`src/tev_pkg.sv`:
```
/*
  Shared constants and types of the transmit event FIFO control and status block.
  Assumes a single 125 MHz clock domain and a register port that is already
  decoded from the serial host link into word-wide requests.
*/
package tev_pkg;

  ////////////////////////////////////////////////////////////////////////////
  // Register word addresses on the internal register port.
  localparam logic [11:0] TEV_CTRL_ADDR   = 12'h040;
  localparam logic [11:0] TEV_STATUS_ADDR = 12'h044;
  localparam logic [11:0] TEV_UADDR_ADDR  = 12'h048;

  ////////////////////////////////////////////////////////////////////////////
  // Field positions in the control word.
  localparam int TEV_DEPTH_LSB = 24;
  localparam int TEV_DEPTH_MSB = 28;
  localparam int TEV_RST_BIT   = 10;
  localparam int TEV_TAIL_INCREMENT_BIT_BIT  = 8;
  localparam int TEV_TSEN_BIT  = 5;
  localparam int TEV_IE_MSB    = 3;

  // Field positions in the status word; enables use the same positions.
  localparam int TEV_OVF_BIT   = 3;
  localparam int TEV_FULL_BIT  = 2;
  localparam int TEV_HALF_BIT  = 1;
  localparam int TEV_NE_BIT    = 0;

  ////////////////////////////////////////////////////////////////////////////
  // Reset values and sizes.
  localparam logic [4:0]  TEV_DEPTH_RST = 5'h00;
  localparam logic        TEV_RST_RST   = 1'b1;
  localparam logic [5:0]  TEV_MAX_DEPTH = 6'h20;
  // Base of the event area in message RAM; the value is arbitrary.
  localparam logic [31:0] TEV_RAM_BASE  = 32'h0000_0400;
  localparam logic [31:0] TEV_OBJ_PLAIN = 32'h0000_0008;
  localparam logic [31:0] TEV_OBJ_STAMP = 32'h0000_000C;

  ////////////////////////////////////////////////////////////////////////////
  // Carriers.
  typedef struct packed {
    logic [4:0] depth_field;
    logic       stamp_en;
    logic [3:0] irq_en;
  } tev_ctrl_t;

  typedef struct packed {
    logic        wr;
    logic        rd;
    logic [11:0] addr;
    logic [31:0] wdata;
  } tev_reg_req_t;

  typedef struct packed {
    logic ovf;
    logic full;
    logic half;
    logic not_empty;
  } tev_flags_t;

  function automatic logic tev_hit(input tev_reg_req_t req, input logic [11:0] addr);
    tev_hit = (req.addr == addr);
  endfunction

endpackage

```
`src/tev_ctrl_status.sv`:
```
/*
  Transmit event FIFO control and status: control word, status word, user
  address, pointer bookkeeping, overflow capture and interrupt request.
  Assumes the host link delivers one-cycle register requests on clk_in and the
  transmit engine raises a one-cycle push per finished transmission.
*/
module tev_ctrl_status
  import tev_pkg::*;
(
  input  wire logic         clk_in,          // 125 MHz clock.
  input  wire logic         reset_n_in,      // Synchronous reset, active low.
  input  wire tev_reg_req_t reg_req_in,      // One-cycle register request.
  input  wire logic         config_mode_in,  // High while unit is in configuration.
  input  wire logic         event_push_in,   // Engine finished one transmission.
  input  wire logic [31:0]  timebase_in,     // Free-running time base.
  output logic [31:0]       rdata_out,       // Read data, one cycle after rd.
  output logic              rvalid_out,      // Marks rdata_out.
  output logic              irq_out,         // Event FIFO interrupt request.
  output logic              stamp_en_out,    // Stamping enabled for the engine.
  output logic [31:0]       stamp_out,       // Stamp of the last accepted object.
  output logic              push_ok_out,     // Push of the previous cycle was stored.
  output logic              reset_busy_out   // FIFO reset bit state.
);

  ////////////////////////////////////////////////////////////////////////////
  // State.
  tev_ctrl_t  ctrl_q;
  logic       rst_q;
  logic       ovf_q;
  logic [4:0] head_q;
  logic [4:0] tail_q;
  logic [5:0] count_q;
  logic [31:0] rdata_q;
  logic        rvalid_q;
  logic        irq_q;
  logic [31:0] stamp_q;
  logic        push_ok_q;

  logic [5:0]  depth;
  logic        wr_ctrl;
  logic        wr_status;
  logic        push_ok;
  logic        pop_ok;
  logic        full;
  logic        half;
  logic        not_empty;
  tev_flags_t  flags;
  logic [31:0] obj_bytes;
  logic [31:0] user_addr;

  assign depth     = {1'b0, ctrl_q.depth_field} + 6'h01;
  assign wr_ctrl   = reg_req_in.wr && tev_hit(reg_req_in, TEV_CTRL_ADDR);
  assign wr_status = reg_req_in.wr && tev_hit(reg_req_in, TEV_STATUS_ADDR);
  // Objects are stored or removed only while the FIFO is out of reset.
  assign push_ok   = event_push_in && !rst_q && !full;
  assign pop_ok    = wr_ctrl && reg_req_in.wdata[TEV_TAIL_INCREMENT_BIT_BIT] && !rst_q && not_empty;
  assign flags     = '{ovf: ovf_q, full: full, half: half, not_empty: not_empty};
  assign obj_bytes = ctrl_q.stamp_en ? TEV_OBJ_STAMP : TEV_OBJ_PLAIN;
  assign user_addr = TEV_RAM_BASE + 32'(tail_q) * obj_bytes;

  tev_level_flags u_flags (
    .count_in      (count_q),
    .depth_in      (depth),
    .full_out      (full),
    .half_out      (half),
    .not_empty_out (not_empty)
  );

  ////////////////////////////////////////////////////////////////////////////
  // Control word.
  always_ff @(posedge clk_in) begin
    if (!reset_n_in) begin
      ctrl_q <= '{depth_field: TEV_DEPTH_RST, stamp_en: 1'b0, irq_en: 4'h0};
    end else if (wr_ctrl) begin
      ctrl_q.irq_en <= reg_req_in.wdata[TEV_IE_MSB:0];
      if (config_mode_in) begin
        ctrl_q.depth_field <= reg_req_in.wdata[TEV_DEPTH_MSB:TEV_DEPTH_LSB];
        ctrl_q.stamp_en    <= reg_req_in.wdata[TEV_TSEN_BIT];
      end
    end
  end

  // A written reset in normal mode lasts exactly one cycle: the pointers are
  // cleared in that cycle and the bit reads back zero from the next one.
  always_ff @(posedge clk_in) begin
    if (!reset_n_in) begin
      rst_q <= TEV_RST_RST;
    end else if (config_mode_in) begin
      rst_q <= 1'b1;
    end else if (wr_ctrl && reg_req_in.wdata[TEV_RST_BIT]) begin
      rst_q <= 1'b1;
    end else begin
      rst_q <= 1'b0;
    end
  end

  ////////////////////////////////////////////////////////////////////////////
  // Pointers and occupancy.
  always_ff @(posedge clk_in) begin
    if (!reset_n_in || rst_q) begin
      head_q  <= 5'h00;
      tail_q  <= 5'h00;
      count_q <= 6'h00;
    end else begin
      if (push_ok) begin
        head_q <= (6'(head_q) == depth - 6'h01) ? 5'h00 : head_q + 5'h01;
      end
      if (pop_ok) begin
        tail_q <= (6'(tail_q) == depth - 6'h01) ? 5'h00 : tail_q + 5'h01;
      end
      if (push_ok && !pop_ok) begin
        count_q <= count_q + 6'h01;
      end else if (pop_ok && !push_ok) begin
        count_q <= count_q - 6'h01;
      end
    end
  end

  // A loss in the same cycle as a status write clear keeps the flag set; a FIFO reset clears it.
  always_ff @(posedge clk_in) begin
    if (!reset_n_in || rst_q) begin
      ovf_q <= 1'b0;
    end else if (event_push_in && full) begin
      ovf_q <= 1'b1;
    end else if (wr_status && !reg_req_in.wdata[TEV_OVF_BIT]) begin
      ovf_q <= 1'b0;
    end
  end

  always_ff @(posedge clk_in) begin
    if (!reset_n_in) begin
      stamp_q   <= 32'h0000_0000;
      push_ok_q <= 1'b0;
    end else begin
      push_ok_q <= push_ok;
      if (push_ok) begin
        stamp_q <= ctrl_q.stamp_en ? timebase_in : 32'h0000_0000;
      end
    end
  end

  ////////////////////////////////////////////////////////////////////////////
  // Read path and interrupt.
  always_ff @(posedge clk_in) begin
    if (!reset_n_in) begin
      rdata_q  <= 32'h0000_0000;
      rvalid_q <= 1'b0;
    end else begin
      rvalid_q <= reg_req_in.rd;
      if (reg_req_in.rd) begin
        if (tev_hit(reg_req_in, TEV_CTRL_ADDR)) begin
          rdata_q <= {3'h0, ctrl_q.depth_field, 13'h0000, rst_q, 4'h0,
                      ctrl_q.stamp_en, 1'b0, ctrl_q.irq_en};
        end else if (tev_hit(reg_req_in, TEV_STATUS_ADDR)) begin
          rdata_q <= {28'h000_0000, flags};
        end else if (tev_hit(reg_req_in, TEV_UADDR_ADDR)) begin
          rdata_q <= user_addr;
        end else begin
          rdata_q <= 32'h0000_0000;
        end
      end
    end
  end

  always_ff @(posedge clk_in) begin
    if (!reset_n_in) begin
      irq_q <= 1'b0;
    end else begin
      irq_q <= |(flags & ctrl_q.irq_en);
    end
  end

  assign rdata_out      = rdata_q;
  assign rvalid_out     = rvalid_q;
  assign irq_out        = irq_q;
  assign stamp_en_out   = ctrl_q.stamp_en;
  assign stamp_out      = stamp_q;
  assign push_ok_out    = push_ok_q;
  assign reset_busy_out = rst_q;
endmodule

```
`src/tev_level_flags.sv`:
```
/*
  Occupancy flags of the event FIFO, derived from count and configured depth.
  Assumes count never exceeds depth; the instantiating module registers results.
*/
module tev_level_flags
  import tev_pkg::*;
(
  input  wire logic [5:0] count_in,      // Objects currently held.
  input  wire logic [5:0] depth_in,      // Configured depth, 1 to 32.
  output logic            full_out,      // Every entry occupied.
  output logic            half_out,      // At least half of the depth occupied.
  output logic            not_empty_out  // At least one object held.
);

  // Doubling the count avoids a rounding choice for odd depths.
  assign full_out      = (count_in == depth_in);
  assign half_out      = ({count_in, 1'b0} >= {1'b0, depth_in});
  assign not_empty_out = (count_in != 6'h00);

endmodule

```
`config.mk`:
```
export PLATFORM = sky130hd
export DESIGN_NAME = tev_ctrl_status
export DESIGN_NICKNAME = d
export VERILOG_FILES = /design/src/tev_pkg.sv /design/src/tev_ctrl_status.sv /design/src/tev_level_flags.sv
export SDC_FILE = /design/constraint.sdc
export NUM_CORES = 1
export LEC_CHECK = 0
export BUFFER_PORTS_ARGS = -buffer_cell sky130_fd_sc_hd__buf_2
export CORE_MARGIN = 4
export CORE_UTILIZATION = 32
export DETAILED_ROUTE_END_ITERATION = 10
export PLACE_DENSITY = 0.65
export SYNTH_ARGS = -nofsm -noshare
export SYNTH_HDL_FRONTEND = slang
export SYNTH_SLANG_ARGS = --single-unit
```
`constraint.sdc`:
```
create_clock -name clk_in -period 3.4 [get_ports clk_in]
set_clock_uncertainty 0.2 [all_clocks]
set_input_delay 0.51 -clock clk_in [delete_from_list [all_inputs] [get_ports clk_in]]
set_output_delay 0.51 -clock clk_in [all_outputs]
set_load 0.01 [all_outputs]
```
# == After elaboration in Yosys (flattened, before gate mapping) ==
# Cells that the tools add are included.
# classes
addsub,6
mul,1
n_div,0
magnitude_cmp,1
eq_ne,5
shift,0
muxes,11
bitwise,2
reduce_logical,25
# ops
op,n
12-bit by 7-bit equality test with 1-bit output (second input constant),3
32-bit 2-to-1 mux,1
29-bit 2-to-1 mux,1
12-bit 2-to-1 mux,2
11-bit by 9-bit adder with 12-bit output (first input constant),1
1-bit logical AND,12
6-bit 2-to-1 mux,2
6-bit by 1-bit subtractor with 6-bit output (second input constant),2
5-bit by 4-bit multiplier with 9-bit output,1
7-bit by 6-bit >= comparator with 1-bit output,1
5-bit by 1-bit adder with 6-bit output (second input constant),1
6-bit by 1-bit adder with 6-bit output (second input constant),1
5-bit by 6-bit equality test with 1-bit output,1
6-bit equality test,1
1-bit zero test,6
6-bit nonzero test,1
5-bit by 1-bit adder with 5-bit output (second input constant),1
5-bit 2-to-1 mux,1
4-bit AND,1
2-bit nonzero test,2
4-bit OR reduction,1
1-bit 2-to-1 mux,3
3-bit 2-to-1 mux,1
2-bit AND reduction,1
other kinds (3),3
# totals
register_bits,90
latchBits,0
mem_bits_rw,0
romBits,0
in_bits,82
out_inout_bits,69
word_cells,63
memories,0

# == Depth between registers and ports, before layout ==
# Gate-level depths: netlist (run 1).
# depth
ltp_word,8
depth_mapped,16
mapped_depth_nobuf,15

# == Hierarchy ==
# From an unflattened synthesis (run 1), not the netlist that was laid out.
# unflattened
hier_cells,441
area_unflattened_um2,4071.4
# by_module_without_submodules
module,instances,cells_each,area_each_um2,seq_area_each_um2
tev_ctrl_status,1,413,3867.5,1481.4
tev_level_flags,1,28,203.9,0.0

# == Least setup slack after synthesis (run 1) ==
# OpenSTA, ideal clock, no wires.
# synth_timing
path_kind,register to register
start,reg ctrl_q[5] (netlist bit)
end,reg count_q[5]
setup_time_ps,130
t_arrival_ps,3291
required_time_ps,3070
path_slack_ps,-221
path_stages_with_launch,17
n_path_buf,1
period_less_slack_ps,3621
path_cell_list,dfxtp_1 ha_1 clkbuf_1 xor2_1 inv_1 xnor2_1 nor4b_4 nor3_1 ha_1 inv_1 ha_1 a21o_1 a21o_1 a211o_1 o211ai_1 xnor2_1 nor2_1
# synth_between
elab_chain_cells,7
word_cells_on_any_way,9
classes_between,add/sub: 1; eq/ne: 1; mux: 1; reduce/logical: 6
# synth_rtl
item,line,source
"start, declared",tev_ctrl_status.sv:27,tev_ctrl_t ctrl_q;
"start signal, assigned",tev_ctrl_status.sv:73,"ctrl_q <= '{depth_field: TEV_DEPTH_RST, stamp_en: 1'b0, irq_en: 4'h0};"
5-bit by 1-bit adder with 6-bit output *,tev_ctrl_status.sv:51,"assign depth = {1'b0, ctrl_q.depth_field} + 6'h01;"
6-bit equality test *,tev_level_flags.sv:16,assign full_out = (count_in == depth_in);
1-bit zero test *,tev_ctrl_status.sv:55,assign push_ok = event_push_in && !rst_q && !full;
1-bit logical AND *,tev_ctrl_status.sv:55,
named net push_ok,tev_ctrl_status.sv:42,logic push_ok;
1-bit zero test,tev_ctrl_status.sv:113,end else if (pop_ok && !push_ok) begin
1-bit logical AND,tev_ctrl_status.sv:113,
2-bit nonzero test (no line),n/a,
"end signal, assigned",tev_ctrl_status.sv:112,count_q <= count_q + 6'h01;
"end signal, assigned",tev_ctrl_status.sv:114,count_q <= count_q - 6'h01;
"end, declared",tev_ctrl_status.sv:32,logic [5:0] count_q;
# The timed path passes the listed nets; every way through them passes the cells marked *.
# A chain may end at the register's enable or synchronous reset.

# == Worst setup path in the final report (run 1) ==
# Ends and elaborated chain as after synthesis.

==> summary.md, run 1 <==
| Metric | Value |
|---|---|
| Worst r2r dst | count_q[5] |
| Worst path most repeated cell | a21o_1 |
| Core area | ~12,000 sq um |
| Clock latency on the worst-skew pair | about 0.33 ns |
| Max Cap Violations | 0 |
| Starting Density | 0.333 |
| Hold-fix buffers, CTS | 0 |
| Clk root buf | clkbuf_16 |
| Worst path cell trace | ha_4 > xor2_2 > inv_1 > xnor2_2 > nor4b_4 > nor3_2 > ha_2 > inv_2 > ha_1 > a21o_1 > a21o_1 > a211o_1 > o211ai_1 > xnor2_1 > nor2_1 |
| Ant. Diodes | 0 |
| Worst reg-to-reg path cell count | 15 |
| Largest net degree at the start of global routing | 33 |
| Initial antenna violation count | 0 |
| Number of synthesized flops with an enable pin | 0 |
| Layout Area Growth over Synthesis | 31.8% |
| Status | finished, final reports clean |
| Worst R2R Start | ctrl_q[5] |
| Overall Power | about 2100 uW |
| DRT Pass-1 Iters | 4 |
| Rows | 39 |
| Die area | 14,000 sq um |
| Critical path class | reg -> reg |
| Ranking of synthesized cells by area | dfxtp_1, ha_1, a22o_1, buf_4, mux2i_1 |
| Yosys warns | 0 |
| Synth Area per Inst | between 9 and 10 sq um |
| Switch Pwr | 443 uW |
| Grt total ovfl | 0 |
| Die H | 118 microns |
| Critical Path Source Type | register |
| H-tree depth | 3 |
| FF-to-FF setup slack | 0.16 ns |
| Synth Instances | 412 |
| Fmax | 308 MHz |
| Max VDD drop | 0.000223 V |
| Final core utilization | 0.439 |
| Synthesized area | 3880 sq um |
| Synthesized flop and latch total | 74 |
| Setup WS pre-CTS | -0.0415 ns |
| Seq/Total Area, Yosys | 0.381 |
| DRT antenna net count | 0 |
| Vias in the first global route | 3,357 |
| Int Power | 1660 uW |
| Final Hold Vio Count | 0 |
| Data required, critical path | approximately 3.4 ns |
| Comb power frac | 0.058 |
| Worst EP arrival | ~3.3 ns |
| Synth cell types | 55 |
| First-pass GRT wire length | between 15,000 and 20,000 microns |
| Die width | 118 microns |
| Sw Share | 0.210 |
| Seq pwr share | 0.415 |
| Vias | between 3,000 and 4,000 |
| Resized Gates After CTS | 0 |
| Final TNS setup | 0 ns |
| Max stage delay cell, worst path | nor4b_4 |
| CTS max path bufs | 2 |
| Slew Limit Headroom | 0.601 |
| Synth top area share | 0.381 |
| Boundary Pins | 151 |
| Worst hold path class | in -> reg |
| Post-Route WL | 10,600 microns |
| Actual slew at the worst max-slew pin | 0.595 ns |
| Hold depth | 3 |
| Post-DR vias/cell | 4.97 |
| Post-CTS Setup Bufs | 0 |
| CP max stage delay | roughly 0.34 ns |
| Worst hold path endpoint | reset_busy_out |
| Final setup violation count | 0 |
| Async SR Flop Fraction | 0 |
| CTS tree | yes |
| TritonCTS Buffers | 9 |
| Synth area leader | dfxtp_1 |
| Global placer's final weighted congestion | roughly 0.84 |
| Share of cells above drive strength 1 | 0.330 |
| # port buffers | 114 |
| Wire length per cell | between 15 and 20 microns |
| Minimum clock period | 3.24 ns |
| Tcrit/Tclk final | 0.954 |
| Fillers | 1,125 |
| Clk pin slew, worst setup/hold paths | 0.06 ns |
| Nets@finish | 654 |
| Worst hold path startpoint | reg_req_in[10] |
| Post-synth top flop | dfxtp_1 |
| CP Max Fanout | 4 |
| Clock Sinks | 74 |
| Global Route Usage Sum | 0.151 |
| Leak Pwr | 0.00242 uW |
| Critical Path End Type | register |
| Slew Viols, Final | 0 |
| Setup slack after layout | 0.156 ns |
| DRC viols | 0 |
| HPWL after DPL | between 8000 and 9000 microns |
| Power density over cell area | between 400 and 500 nW/um^2 |
| Initial DRC count | 136 |
| Crit path from | ctrl_q[5] |
| Clock network fraction of total power | 0.527 |
## stage by stage
step	instances	area (sq um)	hold WS, ns
after detailed placement	675	4710	0.255
after floorplan	427	3970	0.249
after global placement	675	4710	0.250
final	691	5120	0.188
after CTS	691	5060	0.180
after global routing	691	5120	0.184
## worst max-delay path by stage
stage	endpoint	slack, ns	cells past startpoint
after floorplan	count_q[5]	0.01	16
after global placement	count_q[5]	0.03	15
after detailed placement	count_q[5]	-0.04	15
after CTS	count_q[4]	0.03	16
after global routing	count_q[5]	-0.03	15
final	count_q[5]	0.16	15
## per-layer routing
metal  vias to the layer above  wire length, microns  global-route usage
met5                         -                     0                   0
met4                         0                   177              0.0527
met3                        16                   709              0.0382
met2                       100                  5040               0.242
met1                      1606                  4700               0.197
li1                       1711                     -                   -
## logic make-up after synthesis
kind of cell,count (synthesis),share of synthesized area
simple gates,120,0.178
compound gates,103,0.197
flops,74,0.381
buf+inv,55,0.0725
fa+ha+maj,29,0.0992
xor+xnor,18,0.0406
mux,12,0.0309
other cells,1,0.000966
## sequential cells by signal, indices dropped and copies added, names as in the netlist
signal          count
rdata_out          16
reset_busy_out      1
push_ok_out         1
rvalid_out          1
tail_q              5
stamp_out          32
irq_out             1
ctrl_q              9
stamp_en_out        1
count_q             6
ovf_q               1
## power groups by stage
| stage | combinational, uW | clock (uW) | sequential (uW) |
|---|---|---|---|
| floorplan | 73.7 | 0 | 893 |
| global placement | 118 | 0 | 893 |
| detailed placement | 121 | 0 | 893 |
| CTS | 121 | 1130 | 874 |
| global route | 135 | 1170 | 874 |
| finish | 122 | 1110 | 874 |
## Yosys cell counts (2+ instances only)
master	n
a211oi_1	2
a21boi_0	10
a21o_1	5
a21oi_1	15
a22o_1	34
a22oi_1	4
and2_1	9
and3_1	3
buf_2	8
buf_4	17
clkbuf_1	13
dfxtp_1	74
fa_1	3
ha_1	26
inv_1	15
mux2i_1	12
nand2_1	20
nand2b_1	2
nand3_1	18
nand3b_1	2
nand4b_1	2
nor2_1	24
nor2b_1	17
nor3_1	6
nor4_1	4
nor4b_4	2
o2111ai_1	3
o211ai_1	2
o21ai_0	13
o221ai_1	3
or2_2	2
or3_1	3
xnor2_1	12
xor2_1	6
## cells in the final DEF, fill, tap and decap left out, types with 14 or more instances in the layout
cell type / Yosys / layout
buf_2: 8 / 114
nor2b_1: 17 / 17
nor2_1: 24 / 24
nand2_1: 20 / 20
conb_1: 1 / 16
nand3_1: 18 / 17
ha_1: 26 / 24
a22o_1: 34 / 34
a21oi_1: 15 / 14
buf_4: 17 / 29
dfxtp_1: 74 / 70
inv_1: 15 / 14
## area by class of cell
class,count,area (sq um),area share
clock buffer,10,239,0.0467
clock inverter,6,113,0.0220
inverter,16,60.1,0.0117
multi-input combinational,298,2240,0.437
sequential,74,1490,0.291
tap,143,179,0.0350
timing repair buffer,144,800,0.156
## critical path, delay by kind of cell, from the launching register on
family | cells | cell delay, ns
AO/OA/AOI/OAI | 4 | 0.79
buffers and inverters | 2 | 0.18
AND/OR/NAND/NOR | 3 | 0.49
flip-flops | 1 | 0.33
adder cells (fa/ha/maj) | 3 | 0.60
XOR/XNOR | 3 | 0.51
Power figures use the tool's default switching activity.
==> run 2: changes to the inputs <==
Settings changed: ABC_AREA set to 1, PLACE_DENSITY 0.65 to 0.64.
==> run 2 against run 1 <==
Net effect:
- critical path depth is 2 higher
- utilization decreased by 4.4 points
- power decreased by 5.3%
- non-clock buffer count is 19 lower
- flip-flop and latch count is the same
- global-route usage rose by 0.068 points
- area after synthesis up 16%
- clock power shrank 12%
- largest power group unchanged
==> summary.md, run 2 <==
| Metric | Value |
|---|---|
| Minimum clock period | 3.00 ns (-0.241 ns) |
| Max VDD drop | 0.000257 V (+15%) |
| # port buffers | 114 (unchanged) |
| Leak Pwr | 0.00292 uW (+21%) |
| Boundary Pins | 151 (unchanged) |
| Most frequent cells in the layout | nand2_1, buf_2, inv_1 |
| Ranking of synthesized cells by area | dfxtp_1, nand2_1, inv_1, ha_1, nand3_2 |
| Layout Area Growth over Synthesis | 21.4% |
| Final setup violation count | 0 (unchanged) |
| Post-DR vias/cell | 4.59 (-7.6%) |
| Wire length per cell | 13.3 microns (-13%) |
| Cells after DPL | 885 (+31%) |
| Nets@finish | 827 (+26%) |
| Synth cell types | 43 (-22%) |
| Critical path class | reg -> reg |
| Critical Path Source Type | register |
| Core area | 13,800 sq um (+19%) |
| DRT Pass-1 Iters | 4 (unchanged) |
| DRC viols | 0 (unchanged) |
| Worst hold path class | in -> reg |
| DRT antenna net count | 0 (unchanged) |
| Grt total ovfl | 0 (unchanged) |
| Global Route Usage Sum | 0.151 (+0.000680) |
| Post-synth top flop | dfxtp_1 |
| Synth Instances | 610 (+48%) |
| Rows | 43 (+10%) |
| Initial antenna violation count | 0 (unchanged) |
| Commonest non-fill, non-tap cell in the layout | nand2_1 |
| Slew Viols, Final | 0 (unchanged) |
| Clock latency on the worst-skew pair | 0.33 ns (about the same) |
| Crit path from | ctrl_q[6] |
| Count leader, synth | nand2_1 |
| Worst hold slack | 0.181 ns (-0.00665 ns) |
| Status | finished, final reports clean |
| Critical Path End Type | register |
| Async SR Flop Fraction | 0 (unchanged) |
| Synthesized flop and latch total | 74 (unchanged) |
| Synthesized area | 4500 sq um (+16%) |
| Slew Limit Headroom | 0.479 (-0.122) |
| Synth area leader | dfxtp_1 |
| Number of synthesized flops with an enable pin | 0 (unchanged) |
| Overall Power | 2000 uW (-5.3%) |
| HPWL after DPL | 9020 microns (+10%) |
| Largest net degree at the start of global routing | 60 (+82%) |
| Seq/Total Area, Yosys | 0.329 (-0.0520) |
| Die H | 127 microns (+7.1%) |
| CTS max path bufs | 2 (unchanged) |
| Die width | 127 microns (+7.1%) |
| Fmax | 333 MHz (+8.0%) |
| Power density over cell area | 366 nW/um^2 (-11%) |
| Clk pin slew, worst setup/hold paths | 0.06 ns (about the same) |
| Final core utilization | 0.395 (-0.0441) |
| Initial DRC count | 270 (+99%) |
| Clk root buf | clkbuf_16 |
| First-pass GRT wire length | 19,900 microns (+15%) |
| Worst EP arrival | 3.03 ns (-0.22 ns) |
| Worst R2R Start | ctrl_q[6] |
| Clock Sinks | 74 (unchanged) |
| Synth top area share | 0.329 (-0.0520) |
| Max FFs per register | 32 (unchanged) |
| Final TNS setup | 0 ns (unchanged) |
| Fillers | 1,462 (+30%) |
| Vias in the first global route | 3,962 (+18%) |
| H-tree depth | 3 (unchanged) |
| Final Hold Vio Count | 0 (unchanged) |
| CP Max Fanout | 5 (+1) |
| Vias | 4,144 (+21%) |
| Actual slew at the worst max-slew pin | 0.782 ns (+0.187 ns) |
| Finished Layout Cells | 903 (+31%) |
| Starting Density | 0.325 (-0.00779) |
| Global placer's final weighted congestion | 0.793 (-5.6%) |
| Synth Area per Inst | 7.37 sq um (-22%) |
| Share of cells above drive strength 1 | 0.269 (-0.0612) |
| Data required, critical path | 3.43 ns (+0.03 ns) |
| Tcrit/Tclk final | 0.883 (-0.0710) |
| Post-CTS Setup Bufs | 0 (unchanged) |
| Post-Route WL | 12,000 microns (+13%) |
| Yosys warns | 0 (unchanged) |
| Worst hold path startpoint | config_mode_in |
| RSZ-0062 raised after global routing | no |
| Max Cap Violations | 0 (unchanged) |
| Die area | 16,000 sq um (+15%) |
| TritonCTS Buffers | 9 (unchanged) |
| CTS tree | yes |
| Synth cell count leaders | nand2_1, inv_1, dfxtp_1 |
## run 2: cell count changes after synthesis, moves of 7 or more
cell | previous run | this run
nand2_1 | 20 | 129
inv_1 | 15 | 95
nand4_1 | 1 | 39
a22o_1 | 34 | 0
nand3_2 | 0 | 29
nor2b_1 | 17 | 0
nand3_1 | 18 | 34
o21ai_0 | 13 | 27
a21oi_1 | 15 | 27
mux2i_1 | 12 | 0
a21boi_0 | 10 | 0
and2_1 | 9 | 0
xnor2_1 | 12 | 5
## run 2: power breakdown
group / switching [uW] / internal, uW
clock: 381 / 592
sequential: 3.85 / 873
combinational: 95.0 / 50.6
## run 2: path summary, 6_finish.rpt
path	cells past startpoint	end	slack (ns)
max reg2reg	17	count_q[3]	0.40
min	2	reset_busy_out	0.18
max	17	count_q[3]	0.40
min reg2reg	2	stamp_out[26]	0.25
## run 2: cell families after synthesis
kind of cell | after synthesis | share of synthesized area
AND/OR/NAND/NOR | 276 | 0.319
buffers and inverters | 146 | 0.150
AO/OA/AOI/OAI | 74 | 0.0960
flip-flops | 74 | 0.329
adder cells (fa/ha/maj) | 29 | 0.0857
XOR/XNOR | 10 | 0.0195
other | 1 | 0.000834
## run 2: worst max-delay path: stages (launching register included)
cell	delay, ns
dfxtp_1	0.39
ha_2	0.33
inv_1	0.11
o22ai_1	0.08
nor2_1	0.11
nand3_1	0.13
nor2_4	0.14
nand2_4	0.07
nand3_4	0.06
inv_2	0.04
ha_1	0.23
inv_2	0.11
ha_1	0.29
a21oi_1	0.20
nand2_1	0.09
xor2_1	0.14
o21ai_0	0.14
inv_1	0.05
## run 2: routing by layer
| layer | share of wire | vias up | global-route usage |
|---|---|---|---|
| li1 | - | 2174 | - |
| met4 | 0.023 | 0 | 0.0574 |
| met3 | 0.061 | 21 | 0.0333 |
| met5 | 0 | - | 0 |
| met2 | 0.45 | 104 | 0.238 |
| met1 | 0.47 | 1845 | 0.203 |
## run 2: repair_timing
action,4_1_cts,5_1_grt
hold buffers,0,0
resized for setup,0,3
endpoints found under the setup margin,0,1
## run 2: layout make-up
type	instances	area (sq um)	share of cell area
Inverter	101	379	0.0695
Multi-Input combinational cell	405	2410	0.441
Tap cell	180	225	0.0413
Clock buffer	11	243	0.0445
Antenna cell	2	5.00	0.000917
Timing Repair Buffer	125	653	0.120
Clock inverter	5	62.6	0.0115
Sequential cell	74	1480	0.271
## run 2: stage by stage
step | setup WS, ns | area, sq um
after floorplan | 0.291 | 4550
after global placement | 0.274 | 5140
after detailed placement | 0.304 | 5140
after CTS | 0.304 | 5450
after global routing | 0.0278 | 5450
final | 0.397 | 5460
==> run 3: changes to the inputs <==
Settings changed: GPL_TIMING_DRIVEN set to 0.
==> run 3 against run 2 <==
Net effect:
- sequential share of layout area fell by 0.93 points
- clock-buffer cell count is 2 higher
- worst setup slack got worse by 0.18 ns
- flip-flop and latch count is the same
- critical path type unchanged
- highest routed layer is now met5
==> summary.md, run 3 (synthesis results as in run 2) <==
| Metric | Value |
|---|---|
| Status | finished, final reports clean |
| Data required, critical path | 3.47 ns (+0.04 ns) |
| HPWL after DPL | 9710 microns (+7.6%) |
| Worst hold slack | 0.173 ns (-0.00786 ns) |
| TritonCTS Buffers | 9 (unchanged) |
| Worst hold path startpoint | config_mode_in |
| Finished Layout Cells | 936 (+3.7%) |
| Minimum clock period | 3.18 ns (+0.180 ns) |
| Hold depth | 2 (unchanged) |
| Slew Viols, Final | 0 (unchanged) |
| DRC viols | 0 (unchanged) |
| Actual slew at the worst max-slew pin | 0.924 ns (+0.142 ns) |
| Slew Limit Headroom | 0.382 (-0.0972) |
| Tcrit/Tclk final | 0.936 (+0.0529) |
| Worst reg-to-reg path cell count | 18 (+1) |
| Clk root buf | clkbuf_16 |
| Fmax | 314 MHz (-5.7%) |
| Max FFs per register | 32 (unchanged) |
| Worst R2R Start | ctrl_q[5] |
| Post-Route WL | 12,400 microns (+3.4%) |
| Multi-input logic area | 2430 sq um (+0.73%) |
| DRT Pass-1 Iters | 4 (unchanged) |
| Global placer's final weighted congestion | 0.872 (+10%) |
| Fillers | 1,476 (+0.96%) |
| FF-to-FF setup slack | 0.22 ns (-0.18 ns) |
| Global Route Usage Sum | 0.155 (+0.00330) |
| Initial antenna violation count | 1 (+1) |
| Die width | 127 microns (unchanged) |
| Commonest non-fill, non-tap cell in the layout | nand2_1 |
| Boundary Pins | 151 (unchanged) |
| Cells after DPL | 917 (+3.6%) |
| Die area | 16,000 sq um (unchanged) |
| Dpl cell area | 5340 sq um (+3.9%) |
| Clk pin slew, worst setup/hold paths | 0.06 ns (about the same) |
| Crit path from | ctrl_q[5] |
| Layout Area Growth over Synthesis | 26.3% |
| Critical Path End Type | register |
| CTS max path bufs | 2 (unchanged) |
| Rows | 43 (unchanged) |
| Die H | 127 microns (unchanged) |
| Critical path class | reg -> reg |
| Post-DR vias/cell | 4.63 (+0.87%) |
| Setup slack after layout | 0.217 ns (-0.180 ns) |
| Vias in the first global route | 4,115 (+3.9%) |
| Final instance area | 5680 sq um (+4.1%) |
| Max Cap Violations | 0 (unchanged) |
| # port buffers | 112 (-1.8%) |
| Power density over cell area | 343 nW/um^2 (-6.2%) |
| Worst r2r dst | count_q[5] |
| Most frequent cells in the layout | nand2_1, buf_2, inv_1 |
| Largest net degree at the start of global routing | 13 (-78%) |
| Ant. Diodes | 0 (-2) |
| Share of cells above drive strength 1 | 0.284 (+0.0153) |
| Final Hold Vio Count | 0 (unchanged) |
| Vias | 4,333 (+4.6%) |
| Clock latency on the worst-skew pair | 0.34 ns (about the same) |
| Critical Path Source Type | register |
| Max VDD drop | 0.000218 V (-15%) |
| Worst hold path class | in -> reg |
| Starting Density | 0.325 (unchanged) |
| Worst hold path endpoint | reset_busy_out |
| Nets@finish | 862 (+4.2%) |
| Wire length per cell | 13.3 microns (-0.28%) |
| Grt total ovfl | 0 (unchanged) |
| Clock Sinks | 74 (unchanged) |
| Leak Pwr | 0.00304 uW (+3.9%) |
| Setup WS pre-CTS | -0.241 ns (-0.546 ns) |
| Hold-fix buffers, CTS | 0 (unchanged) |
| Core area | 13,800 sq um (unchanged) |
| CP Max Fanout | 10 (+5) |
| Area taken by flip-flops and latches | 1490 sq um (+0.51%) |
| Final setup violation count | 0 (unchanged) |
| DRT antenna net count | 0 (unchanged) |
| Worst EP arrival | 3.25 ns (+0.22 ns) |
| Initial DRC count | 262 (-3.0%) |
| H-tree depth | 3 (unchanged) |
| First-pass GRT wire length | 20,000 microns (+0.73%) |
| CTS tree | yes |
-- run 3: changes by cell type in the layout (fill, tap and decap cells not counted), moves of 2 or more --
cell	change
dfxtp_1	-2
buf_1	+2
clkbuf_1	+17
buf_4	+8
buf_12	+3
dfxtp_4	+2
a21oi_2	+2
a21oi_1	-2
buf_2	+5
diode_2	-2
-- run 3: what timing repair did --
action / CTS / global route
buffers inserted: 1 / 2
resized for setup: 2 / 9
endpoints found under the hold margin: 0 / 0
setup endpoints to repair: 3 / 3
pin swaps: 1 / 3
-- run 3: where the power goes --
part | leakage [uW] | total (uW) | internal, uW | switching, uW
clock | 0.000132 | 902 | 536 | 367
sequential | 0.000599 | 876 | 871 | 4.56
combinational | 0.00230 | 169 | 68.1 | 101
-- run 3: final cells by class --
| class | count | area share |
|---|---|---|
| multi-input cells | 405 | 0.427 |
| flip-flops and latches | 74 | 0.262 |
| repair buffers | 115 | 0.103 |
| inverters | 101 | 0.0667 |
| plain buffers | 45 | 0.0518 |
| clock buffers | 13 | 0.0458 |
| well taps | 180 | 0.0396 |
| clock inverters | 3 | 0.00419 |
-- run 3: per-layer routing --
metal | global-route usage | part of all wire | vias to the layer above
met4 | 0.0650 | 0.029 | 2
met5 | 0 | 0.00056 | -
li1 | - | - | 2241
met3 | 0.0362 | 0.064 | 26
met2 | 0.250 | 0.45 | 110
met1 | 0.198 | 0.46 | 1954
-- run 3: metrics by stage --
step           utilization  power [uW]   TNS, ns
2_1_floorplan            -         995         0
3_3_place_gp         0.386        1060    -0.617
3_5_place_dp         0.386        1060    -0.646
4_1_cts              0.407        1960         0
5_1_grt              0.411        2020  -0.00218
6_report             0.411        1950         0
-- run 3: critical path: stages, from the launching register on --
cell	delay, ns
dfxtp_4	0.36
ha_4	0.25
inv_1	0.10
o22ai_1	0.09
nor2_1	0.11
nand3_1	0.10
nor2_2	0.19
nand2_4	0.12
nand3_4	0.12
buf_12	0.15
inv_2	0.04
ha_1	0.23
inv_2	0.12
ha_2	0.32
a21oi_2	0.16
o211ai_1	0.10
xor2_1	0.16
nand2_1	0.07
a21oi_1	0.11
-- run 3: worst max path at each step --
stage                 endpoint
detailed placement  count_q[3]
global route        count_q[5]
finish              count_q[5]
global placement    count_q[3]
floorplan           count_q[3]
CTS                 count_q[3]
